--- src/verilog/gsmc_pkg.sv ---
// Operation
// - Pin configuration register at address 06h, sixteen bits, resets to 0800h.
// - Bit 13 enables both auxiliary outputs two and three; resets to zero.
// - Bit 12 drives four general pins as external mux selects, following sequencing.
// - Per-channel analog input pin choice still applies during external mux control.
// - At most sixteen channels are sequenced automatically with external mux.
// - Programmable settling delay after mux switching, taken from mode register delay bits.
// - Bit 11 enables hold pin as sync input; resets to one.
// - Normal mode: low hold pin keeps converter and filter in reset.
// - Alternate hold mode applies only when more than one channel enabled.
// - Alternate mode: low hold at channel switch blocks next conversion, no reset.
// - Alternate mode: rising hold input starts the pending conversion.
// - Bits 10 to 9 select fault pin mode; reset zero disables pin.
// - Mode 01: fault pin is active-low input, inverted level ORed into error.
// - Mode 10: fault pin open-drain active-low output of ORed status errors.
// - Mode 11: fault pin is general output following fault pin level bit.
package gsmc_pkg;
	localparam logic [7:0] PIN_CFG_ADDR = 8'h06;
	localparam logic [15:0] PIN_CFG_RESET = 16'h0800;
	localparam int AUX_EN_BIT = 13;
	localparam int MUX_CTRL_BIT = 12;
	localparam int HOLD_EN_BIT = 11;
	localparam int FAULT_MODE_HI = 10;
	localparam int FAULT_MODE_LO = 9;
	localparam int FAULT_LEVEL_BIT = 8;
	localparam logic [15:0] PIN_CFG_WMASK = 16'h3FFF;
	localparam int MUX_CHANNELS = 16;
	typedef enum logic [1:0]
	{
		GSMC_FAULT_OFF = 2'h0,
		GSMC_FAULT_IN = 2'h1,
		GSMC_FAULT_OD = 2'h2,
		GSMC_FAULT_GPO = 2'h3
	} gsmc_fault_t;
	typedef enum logic [1:0]
	{
		GSMC_RUN = 2'h0,
		GSMC_SETTLE = 2'h1,
		GSMC_BLOCKED = 2'h3
	} gsmc_state_t;
endpackage : gsmc_pkg

--- src/verilog/gsmc_pin_config.sv ---
`timescale 1ns/10ps
module gsmc_pin_config
	import gsmc_pkg::*;
#(
	parameter int DELAY_W = 8
)
(
	input wire logic ref_clk,
	input wire logic srst,
	input wire logic regWrite,
	input wire logic regRead,
	input wire logic [7:0] regAddr,
	input wire logic [15:0] regWdata,
	output logic [15:0] regRdata,
	input wire logic [DELAY_W-1:0] settleDelay,
	input wire logic alternateHoldMode,
	input wire logic [4:0] enabledChannels,
	input wire logic [3:0] inputPairSel,
	input wire logic channelSwitch,
	input wire logic statusErrors,
	input wire logic holdPin,
	input wire logic faultPinIn,
	output logic faultPinOut,
	output logic faultPinOeN,
	output logic converterReset,
	output logic conversionStart,
	output logic [3:0] muxSelect,
	output logic [3:0] muxSelectOeN,
	output logic [3:0] analogPairSel,
	output logic auxOutputsEnable,
	output logic converterError
);
	if (DELAY_W < 1 || DELAY_W > 16)
	begin : g_bad_delay_w
		$error("DELAY_W out of range");
	end

	logic [15:0] cfg_reg;
	logic [DELAY_W-1:0] delayCnt_reg;
	logic [3:0] chanIdx_reg;
	logic [1:0] holdSync_reg;
	logic [1:0] faultSync_reg;
	logic holdPrev_reg;
	gsmc_state_t state_reg;
	gsmc_state_t state_next;
	gsmc_fault_t faultMode;
	logic holdLevel;
	logic altActive;
	logic holdRise;

	// Register address decode
	function automatic logic cfgHit(input logic [7:0] addr);
		return addr == PIN_CFG_ADDR;
	endfunction : cfgHit

	assign faultMode = gsmc_fault_t'(cfg_reg[FAULT_MODE_HI:FAULT_MODE_LO]);
	assign holdLevel = holdSync_reg[1];
	assign altActive = cfg_reg[HOLD_EN_BIT] && alternateHoldMode && (enabledChannels > 5'h01);
	assign holdRise = holdLevel && !holdPrev_reg;

	always_ff @(posedge ref_clk)
	begin
		if (srst)
		begin
			holdSync_reg <= 2'h3;
			faultSync_reg <= 2'h3;
			holdPrev_reg <= 1'b1;
		end
		else
		begin
			holdSync_reg <= {holdSync_reg[0], holdPin};
			faultSync_reg <= {faultSync_reg[0], faultPinIn};
			holdPrev_reg <= holdLevel;
		end
	end

	always_ff @(posedge ref_clk)
	begin
		if (srst)
			cfg_reg <= PIN_CFG_RESET;
		else if (regWrite && cfgHit(regAddr))
		begin
			cfg_reg[15:14] <= 2'h0;
			cfg_reg[13:9] <= regWdata[13:9] & PIN_CFG_WMASK[13:9];
			cfg_reg[FAULT_LEVEL_BIT] <= regWdata[FAULT_LEVEL_BIT];
			cfg_reg[7:0] <= regWdata[7:0];
		end
		else if (faultMode == GSMC_FAULT_IN)
			cfg_reg[FAULT_LEVEL_BIT] <= faultSync_reg[1];
	end

	always_ff @(posedge ref_clk)
	begin
		if (srst)
			regRdata <= 16'h0000;
		else if (regRead && cfgHit(regAddr))
			regRdata <= {2'h0, cfg_reg[13:0]};
		else if (regRead)
			regRdata <= 16'h0000;
	end

	// Channel index, wraps at enabledChannels or at sixteen, whichever is fewer
	always_ff @(posedge ref_clk)
	begin
		if (srst || !cfg_reg[MUX_CTRL_BIT])
			chanIdx_reg <= 4'h0;
		else if (channelSwitch)
		begin
			if ({1'b0, chanIdx_reg} + 5'h01 >= enabledChannels
				|| {1'b0, chanIdx_reg} + 5'h01 >= 5'(MUX_CHANNELS))
				chanIdx_reg <= 4'h0;
			else
				chanIdx_reg <= chanIdx_reg + 4'h1;
		end
	end

	always_comb
	begin
		state_next = state_reg;
		case (state_reg)
			GSMC_RUN:
			begin
				if (channelSwitch)
				begin
					if (altActive && !holdLevel)
						state_next = GSMC_BLOCKED;
					else
						state_next = GSMC_SETTLE;
				end
			end
			GSMC_SETTLE:
			begin
				if (delayCnt_reg == '0)
					state_next = GSMC_RUN;
			end
			GSMC_BLOCKED:
			begin
				if (holdRise || !altActive)
					state_next = GSMC_SETTLE;
			end
			default:
				state_next = GSMC_RUN;
		endcase
	end

	always_ff @(posedge ref_clk)
	begin
		if (srst)
			state_reg <= GSMC_RUN;
		else
			state_reg <= state_next;
	end

	always_ff @(posedge ref_clk)
	begin
		if (srst)
			delayCnt_reg <= '0;
		else if (state_next == GSMC_SETTLE && state_reg != GSMC_SETTLE)
			delayCnt_reg <= settleDelay;
		else if (state_reg == GSMC_SETTLE && delayCnt_reg != '0)
			delayCnt_reg <= delayCnt_reg - 1'b1;
	end

	always_ff @(posedge ref_clk)
	begin
		if (srst)
		begin
			conversionStart <= 1'b0;
			converterReset <= 1'b1;
		end
		else
		begin
			conversionStart <= (state_reg == GSMC_SETTLE) && (delayCnt_reg == '0);
			converterReset <= cfg_reg[HOLD_EN_BIT] && !altActive && !holdLevel;
		end
	end

	// Pins
	always_ff @(posedge ref_clk)
	begin
		if (srst)
		begin
			muxSelect <= 4'h0;
			muxSelectOeN <= 4'hF;
			analogPairSel <= 4'h0;
			auxOutputsEnable <= 1'b0;
			faultPinOut <= 1'b1;
			faultPinOeN <= 1'b1;
			converterError <= 1'b0;
		end
		else
		begin
			muxSelect <= chanIdx_reg;
			muxSelectOeN <= cfg_reg[MUX_CTRL_BIT] ? 4'h0 : 4'hF;
			analogPairSel <= inputPairSel;
			auxOutputsEnable <= cfg_reg[AUX_EN_BIT];
			converterError <= statusErrors || (faultMode == GSMC_FAULT_IN && !faultSync_reg[1]);
			case (faultMode)
				GSMC_FAULT_OD:
				begin
					faultPinOut <= 1'b0;
					faultPinOeN <= !statusErrors;
				end
				GSMC_FAULT_GPO:
				begin
					faultPinOut <= cfg_reg[FAULT_LEVEL_BIT];
					faultPinOeN <= 1'b0;
				end
				default:
				begin
					faultPinOut <= 1'b1;
					faultPinOeN <= 1'b1;
				end
			endcase
		end
	end

	a_reset_value: assert property (@(posedge ref_clk) srst |=> cfg_reg == PIN_CFG_RESET)
		else $error("config reset value wrong");
	a_reserved_zero: assert property (@(posedge ref_clk) disable iff (srst)
		!$past(srst) && $past(regRead) && $past(regAddr) == PIN_CFG_ADDR
		|-> regRdata == {2'h0, $past(cfg_reg[13:0])})
		else $error("read data or reserved bits wrong");
	a_aux_enable: assert property (@(posedge ref_clk) disable iff (srst)
		##1 auxOutputsEnable == $past(cfg_reg[AUX_EN_BIT]))
		else $error("aux enable mismatch");
	a_mux_drive: assert property (@(posedge ref_clk) disable iff (srst)
		cfg_reg[MUX_CTRL_BIT] && $past(cfg_reg[MUX_CTRL_BIT]) |=> muxSelectOeN == 4'h0)
		else $error("mux selects not driven");
	a_hold_reset: assert property (@(posedge ref_clk) disable iff (srst)
		cfg_reg[HOLD_EN_BIT] && !altActive && !holdLevel |=> converterReset)
		else $error("hold low did not reset");
	a_alt_block: assert property (@(posedge ref_clk) disable iff (srst)
		state_reg == GSMC_RUN && channelSwitch && altActive && !holdLevel
		|=> state_reg == GSMC_BLOCKED ##1 !conversionStart)
		else $error("alternate hold did not block");
	a_alt_resume: assert property (@(posedge ref_clk) disable iff (srst)
		state_reg == GSMC_BLOCKED && holdRise |=> state_reg == GSMC_SETTLE)
		else $error("hold rise did not resume");
	a_fault_od: assert property (@(posedge ref_clk) disable iff (srst)
		faultMode == GSMC_FAULT_OD && $stable(faultMode) |=> faultPinOeN == !$past(statusErrors))
		else $error("fault output wrong");
	a_fault_in: assert property (@(posedge ref_clk) disable iff (srst)
		faultMode == GSMC_FAULT_IN && !faultSync_reg[1] |=> converterError)
		else $error("fault input not reported");
endmodule : gsmc_pin_config

--- config.mk ---
export PLATFORM = sky130hd
export DESIGN_NAME = gsmc_pin_config
export DESIGN_NICKNAME = d
export VERILOG_FILES = /design/src/verilog/gsmc_pkg.sv /design/src/verilog/gsmc_pin_config.sv
export SDC_FILE = /design/constraint.sdc
export NUM_CORES = 1
export LEC_CHECK = 0
export BUFFER_PORTS_ARGS = -buffer_cell sky130_fd_sc_hd__buf_4
export CORE_UTILIZATION = 30
export CTS_BUF_LIST = sky130_fd_sc_hd__clkbuf_4 sky130_fd_sc_hd__clkbuf_8 sky130_fd_sc_hd__clkbuf_16
export DETAILED_ROUTE_END_ITERATION = 6
export GPL_TIMING_DRIVEN = 1
export PLACE_DENSITY = 0.66
export SETUP_SLACK_MARGIN = 0.4
export SLEW_MARGIN = 25
export SYNTH_ARGS = -nofsm -noshare
export SYNTH_HDL_FRONTEND = slang
export SYNTH_SLANG_ARGS = --single-unit
--- constraint.sdc ---
create_clock -name ref_clk -period 2 [get_ports ref_clk]
set_input_delay 0 -clock ref_clk [delete_from_list [all_inputs] [get_ports ref_clk]]
set_output_delay 0 -clock ref_clk [all_outputs]
set_load 0.02 [all_outputs]
==> results of run 1 <==
-- power groups by stage --
stage | Combinational [mW] | Clock, mW | Sequential, mW
after detailed placement | 0.321 | 0 | 1.33
after CTS | 0.404 | 1.14 | 1.30
final | 0.488 | 1.09 | 1.31
after global placement | 0.318 | 0 | 1.32
after global routing | 0.530 | 1.20 | 1.31
after floorplan | 0.188 | 0 | 1.33
-- logic make-up (layout without fill, tap and decap cells) --
kind of cell    count (synthesis)  in the layout  synth area share
xor+xnor                        1              1           0.00341
mux                             1              1           0.00390
other cells                     1              2           0.00146
compound gates                 61             61             0.147
buf+inv                        27            150            0.0497
flops                          62             62             0.483
fa+ha+maj                       7              7            0.0341
simple gates                  135            135             0.277
-- metrics by stage --
stage                util  cells  setup WS [ns]  area, sq um
floorplan               -    296          0.288         2640
global placement    0.400    465          0.199         3300
detailed placement  0.400    465          0.189         3300
CTS                 0.476    518          0.197         3930
global route        0.492    524          0.141         4060
finish              0.492    524          0.213         4060
-- worst max-delay path by stage --
stage | from | to | slack (ns) | cells after the start
2_1_floorplan | chanIdx_reg[0]$_SDFFE_PP0P_ | chanIdx_reg[0]$_SDFFE_PP0P_ | 0.29 | 7
3_3_place_gp | chanIdx_reg[0]$_SDFFE_PP0P_ | chanIdx_reg[0]$_SDFFE_PP0P_ | 0.20 | 9
3_5_place_dp | chanIdx_reg[0]$_SDFFE_PP0P_ | chanIdx_reg[0]$_SDFFE_PP0P_ | 0.19 | 9
4_1_cts | chanIdx_reg[0]$_SDFFE_PP0P_ | chanIdx_reg[0]$_SDFFE_PP0P_ | 0.20 | 9
5_1_grt | chanIdx_reg[0]$_SDFFE_PP0P_ | chanIdx_reg[0]$_SDFFE_PP0P_ | 0.14 | 9
6_report | chanIdx_reg[0]$_SDFFE_PP0P_ | chanIdx_reg[0]$_SDFFE_PP0P_ | 0.21 | 9
-- cell usage in the layout, fill, tap and decap left out, types with 3 or more instances in the layout --
cell,n
or2_2,5
a21o_1,3
buf_4,92
nand3_1,20
nor2_1,11
clkbuf_8,11
nor2b_1,12
ha_4,4
a31oi_1,5
inv_1,6
dfxtp_4,4
dlygate4sd3_1,32
nand2_1,40
nor3_1,4
nand2b_1,18
dfxtp_1,56
a21oi_1,33
o21ai_0,3
-- timing repair --
action	in CTS	in global routing
buffers inserted	5	6
endpoints found under the setup margin	12	12
pin swaps	12	16
hold buffers	32	0
endpoints found under the hold margin	33	0
gates resized for setup	15	21
cloned	0	0
-- metal layers --
metal	up-vias	track usage	part of all wire
met3	10	0.0556	0.049
met5	-	0	0
met4	0	0.0530	0.015
li1	1239	-	-
met2	70	0.263	0.51
met1	1146	0.171	0.42
-- layout make-up --
cell class                 count  area [sq um]  area share
multi-input combinational    207          1410       0.346
sequential                    62          1260       0.310
timing repair buffer         126          1030       0.254
clock buffer                  14           191      0.0471
tap                          105           131      0.0323
inverter                       8          30.0     0.00739
clock inverter                 2          12.5     0.00308
-- worst reg2reg max path: cells and delay by family (launching register included) --
family,cells,cell delay (ns)
flops,1,0.36
compound gates,4,0.54
simple gates,3,0.47
fa+ha+maj,2,0.36
==> run_results.csv, run 1 <==
group,metric,value,unit
status,status,"complete, no violations",
cts,cts_tree,"built",
timing,finalHoldViolCount,0,
min_path,hold_path_depth,3,
floorplanning,pin_count,84,
timing,rsz0062_at_grt,"yes",
cts,h-tree-depth,3,
grt,grt_pass1_wl,10.5,mm
placed_design,dpl.hpwl,4.14,mm
timing,max_slew_margin,0.606,
timing,setup_viol,0,
worst_setup_path,crit_required,2.27,ns
synth,ys_top_cells_by_area,"dfxtp_1 48%, a21oi_1 6.8%, nand2_1 6.1%",
synth,syn_area_per_cell,8.71,sq um
grt,grt_pass1_vias,2341,
grt,grt_max_degree,57,
synth,synthFlopType,"dfxtp_1",
power_and_ir_drop,vdd_drop_max,0.349,mV
cells_and_area,layout-drive-gt1-share,0.372,
grt,antenna_found_initial,0,
worst_setup_path,r2r_slack,0.21,ns
cts,clk_pin_slew_worst_paths,0.07,ns
worst_setup_path,path_buf_inv,0,
timing,whs,0.0695,ns
cts,clkLatencyLatePin,0.33,ns
cts,cts-buffers-inserted,9,
worst_setup_path,cp-start-kind,"flip-flop",
synth,async_flop_share,0,
synth,yosysSeqAreaShare,0.483,
worst_setup_path,cp_max_fo,4,
floorplanning,die_w,94.5,microns
placed_design,place_congestion,0.814,
grt,track_usage,0.152,
power_and_ir_drop,p_clk_frac,0.379,
power_and_ir_drop,combPwrFrac,0.169,
drt,via_per_inst,4.70,
cts,cts_root_buf,"clkbuf_8",
power_and_ir_drop,pwr-share-seq,0.452,
synth,synth-seq-cells,62,
timing,clock.fmax,560,MHz
drt,routed_wl,6.62,mm
run,drv_cap,0,
worst_setup_path,worst-r2r-cell-count,9,
worst_setup_path,slowest_delay,0.36,ns
power_and_ir_drop,p_sw_frac,0.250,
floorplanning,core-area,8260,sq um
cts,clock_sinks,62,
synth,synth_largest_area_cell,"dfxtp_1",
timing,fin_skew,0.00851,ns
cells_and_area,finalNetCount,471,
synth,ys_warn_count,0,
worst_setup_path,path_delay_family,"compound AO/OA/AOI/OAI gates",
power_and_ir_drop,p_switching,0.723,mW
synth,synth_area,2570,sq um
drt,route.detailed.wl_per_inst,12.6,microns
cells_and_area,area_delta_synth_final,58.2,%
min_path,hold_path_end,"regRdata[7]$_SDFFE_PP0P_",
synth,postSynthCellCount,295,
floorplanning,start_util,0.311,
timing,finalCritPeriodShare,0.894,
cts,ctsLongestPathBuffers,2,
worst_setup_path,crit_type,"flip-flop to flip-flop",
worst_setup_path,cp_slowest_cell,"dfxtp_4",
placed_design,numPortBuffers,79,
synth,synth_edf_count,0,
drt,ant_nets,0,
synth,synth_top_area_share,0.483,
synth,yosysMostFrequentCell,"dfxtp_1",
grt,grt_overflow_total,0,
power_and_ir_drop,leakage,1.64,nW
drt,drc,0,
synth,yosys-top-cells-count,"62 x dfxtp_1, 42 x nand2_1, 35 x a21oi_1, 20 x nand2b_1, 20 x nand3_1",
timing,fin_crit,1.79,ns
drt,vias,2465,
worst_setup_path,r2r_start,"chanIdx_reg[0]$_SDFFE_PP0P_",
floorplanning,die-area,8940,sq um
timing,setup_tns,0,ns
worst_setup_path,worst_setup_path_end_kind,"flip-flop",
worst_setup_path,crit_chain,"ha_4, nand2b_4, nand2_4, ha_4, a21o_1, a31oi_1, o21ai_2, or2_4, o21ai_2",
min_path,min_path_type,"primary input to flip-flop",
power_and_ir_drop,p_per_area,711,nW/um^2
drt,first_iter_violations,133,
drt,dr.pass1.iters,4,
cells_and_area,antenna_cells,0,
min_path,min_from,"regRead",
timing,worst_slew_pin_slew,0.591,ns
power_and_ir_drop,finalPower,2.89,mW
timing,slew_viol_final,0,
floorplanning,row_count,33,
floorplanning,die_h,94.5,microns
power_and_ir_drop,p_int,2.16,mW
synth,yosysUniqueCellTypes,45,
cells_and_area,fillers,791,
worst_setup_path,cp_data_arrival_time,2.05,ns
worst_setup_path,reg2reg_to,"chanIdx_reg[0]$_SDFFE_PP0P_",
(Power assumes the default switching activity.)
==> run 2: changes to the inputs <==
--- a/config.mk
+++ b/config.mk
@@ -5,12 +5,12 @@
 export SDC_FILE = /design/constraint.sdc
 export NUM_CORES = 1
 export LEC_CHECK = 0
-export BUFFER_PORTS_ARGS = -buffer_cell sky130_fd_sc_hd__buf_4
 export CORE_UTILIZATION = 30
 export CTS_BUF_LIST = sky130_fd_sc_hd__clkbuf_4 sky130_fd_sc_hd__clkbuf_8 sky130_fd_sc_hd__clkbuf_16
 export DETAILED_ROUTE_END_ITERATION = 6
+export DONT_BUFFER_PORTS = 1
 export GPL_TIMING_DRIVEN = 1
-export PLACE_DENSITY = 0.66
+export PLACE_DENSITY = 0.57
 export SETUP_SLACK_MARGIN = 0.4
 export SLEW_MARGIN = 25
 export SYNTH_ARGS = -nofsm -noshare
==> run 2 against run 1 <==
Net effect:
- final area down 15%
- clock power about the same
- largest cell class unchanged
- count of clock-buffer cells in the layout down 4
- first-iteration DRC count down 34%
- cell count down 15%
- global-route usage up 0.32 points
- largest power group unchanged
- critical endpoint unchanged
==> run_results.csv, run 2 (synthesis results as in run 1) <==
group,metric,value,unit
timing,finalCritPeriodShare,0.914,
power_and_ir_drop,pwr-share-seq,0.478,
drt,routed_wl,6.33,mm
timing,slew_viol_final,0,
placed_design,numPortBuffers,0,
drt,ant_nets,0,
timing,max_slew_margin,0.408,
power_and_ir_drop,leakage,1.25,nW
cells_and_area,antenna_cells,0,
power_and_ir_drop,p_per_area,796,nW/um^2
cells_and_area,layout_common_cells,"58 x dfxtp_1, 41 x nand2_1, 35 x dlygate4sd3_1",
floorplanning,pin_count,84,
timing,clock.fmax,547,MHz
cells_and_area,fin_util,0.419,
floorplanning,start_util,0.311,
cts,ctsLongestPathBuffers,2,
timing,whs,0.0550,ns
drt,via_per_inst,4.78,
power_and_ir_drop,p_clk_frac,0.390,
worst_setup_path,crit_chain,"ha_4, and3_4, ha_4, a2111oi_4, o21ai_2, or2_4, o21ai_2",
worst_setup_path,cp_max_fo,3,
drt,route.detailed.wl_per_inst,14.2,microns
cts,h-tree-depth,3,
cells_and_area,finalNetCount,392,
timing,fin_crit,1.83,ns
timing,fin_skew,0.00934,ns
cts,cts_root_buf,"clkbuf_8",
cts,clkLatencyLatePin,0.34,ns
cells_and_area,final_area,3460,sq um
min_path,min_path_type,"primary input to flip-flop",
worst_setup_path,path_buf_inv,0,
grt,track_usage,0.155,
timing,setup_tns,0,ns
cells_and_area,mostFrequentLayoutCell,"dfxtp_1",
floorplanning,core-area,8260,sq um
worst_setup_path,cp-start-kind,"flip-flop",
cells_and_area,final_cells,445,
worst_setup_path,cp_data_arrival_time,2.09,ns
cts,cts-buffers-inserted,9,
status,status,"complete, no violations",
worst_setup_path,cp_slowest_cell,"dfxtp_4",
drt,dr.pass1.iters,4,
grt,grt_overflow_total,0,
cells_and_area,layout-drive-gt1-share,0.203,
cts,clk_pin_slew_worst_paths,0.07,ns
power_and_ir_drop,p_int,2.05,mW
worst_setup_path,worst_setup_path_end_kind,"flip-flop",
cts,cts_tree,"built",
floorplanning,die_h,94.5,microns
floorplanning,die-area,8940,sq um
grt,grt_max_degree,58,
worst_setup_path,crit_type,"flip-flop to flip-flop",
timing,worst_slew_pin_slew,0.886,ns
worst_setup_path,slowest_delay,0.36,ns
grt,grt_pass1_vias,2200,
floorplanning,row_count,33,
power_and_ir_drop,p_switching,0.709,mW
placed_design,placed_area,2690,sq um
placed_design,dpl.hpwl,3.83,mm
timing,worst_slack,0.171,ns
power_and_ir_drop,p_sw_frac,0.257,
placed_design,placed_cells,384,
placed_design,pre_cts_ws,0.131,ns
drt,first_iter_violations,88,
cts,clock_sinks,62,
power_and_ir_drop,finalPower,2.76,mW
run,drv_cap,0,
cells_and_area,area_delta_synth_final,34.8,%
power_and_ir_drop,vdd_drop_max,0.290,mV
drt,vias,2129,
timing,rsz0062_at_grt,"yes",
power_and_ir_drop,combPwrFrac,0.132,
grt,grt_pass1_wl,10.4,mm
timing,finalHoldViolCount,0,
grt,antenna_found_initial,0,
placed_design,place_congestion,0.800,
drt,drc,0,
worst_setup_path,crit_required,2.26,ns
worst_setup_path,path_delay_family,"compound AO/OA/AOI/OAI gates",
floorplanning,die_w,94.5,microns
timing,setup_viol,0,
==> run 2: changes by cell type in the layout (fill, tap and decap cells not counted), sizes merged <==
cell	previous run	this run
inv	8	9
dlygate4sd3	32	35
bufinv	0	1
clkinv	1	2
clkbuf	14	10
clkinvlp	1	2
buf	94	12
==> run 2: area by class of cell <==
class,count,area [sq um]
clock buffer,10,131
sequential,62,1250
tap,105,131
clock inverter,6,61.3
inverter,8,30.0
multi-input combinational,207,1390
timing repair buffer,47,464
fill,829,4790
==> run 2: power groups by stage <==
stage                     combinational, mW  clock [mW]  sequential, mW
after global routing                  0.399        1.18            1.32
final                                 0.363        1.08            1.32
after floorplan                       0.188           0            1.33
after detailed placement              0.200           0            1.34
after CTS                             0.331        1.14            1.31
after global placement                0.197           0            1.34
==> run 2: worst reg2reg max path: stages, from the launching register on <==
cell	delay [ns]
dfxtp_4	0.36
ha_4	0.17
and3_4	0.19
ha_4	0.22
a2111oi_4	0.34
o21ai_2	0.11
or2_4	0.24
o21ai_2	0.11
==> run 2: repair_timing <==
item	4_1_cts	5_1_grt
endpoints found under the setup margin	12	12
hold buffers	36	0
setup buffers	6	3
hold endpoints to repair	62	0
resized for setup	20	10
pin swaps	9	7
==> run 2: per-layer routing <==
metal / track usage / share of wire / vias to the layer above
li1: - / - / 1085
met1: 0.174 / 0.43 / 986
met2: 0.265 / 0.50 / 51
met3: 0.0491 / 0.052 / 7
met4: 0.0758 / 0.013 / 0
met5: 0 / 0 / -
==> run 2: path summary, 6_finish.rpt <==
path | startpoint | end | slack [ns] | depth (start not counted)
max | chanIdx_reg[1]$_SDFFE_PP0P_ | chanIdx_reg[0]$_SDFFE_PP0P_ | 0.17 | 7
min | channelSwitch | chanIdx_reg[0]$_SDFFE_PP0P_ | 0.05 | 5
max reg2reg | chanIdx_reg[1]$_SDFFE_PP0P_ | chanIdx_reg[0]$_SDFFE_PP0P_ | 0.17 | 7
min reg2reg | holdSync_reg[0]$_SDFF_PP1_ | holdSync_reg[1]$_SDFF_PP1_ | 0.42 | 1
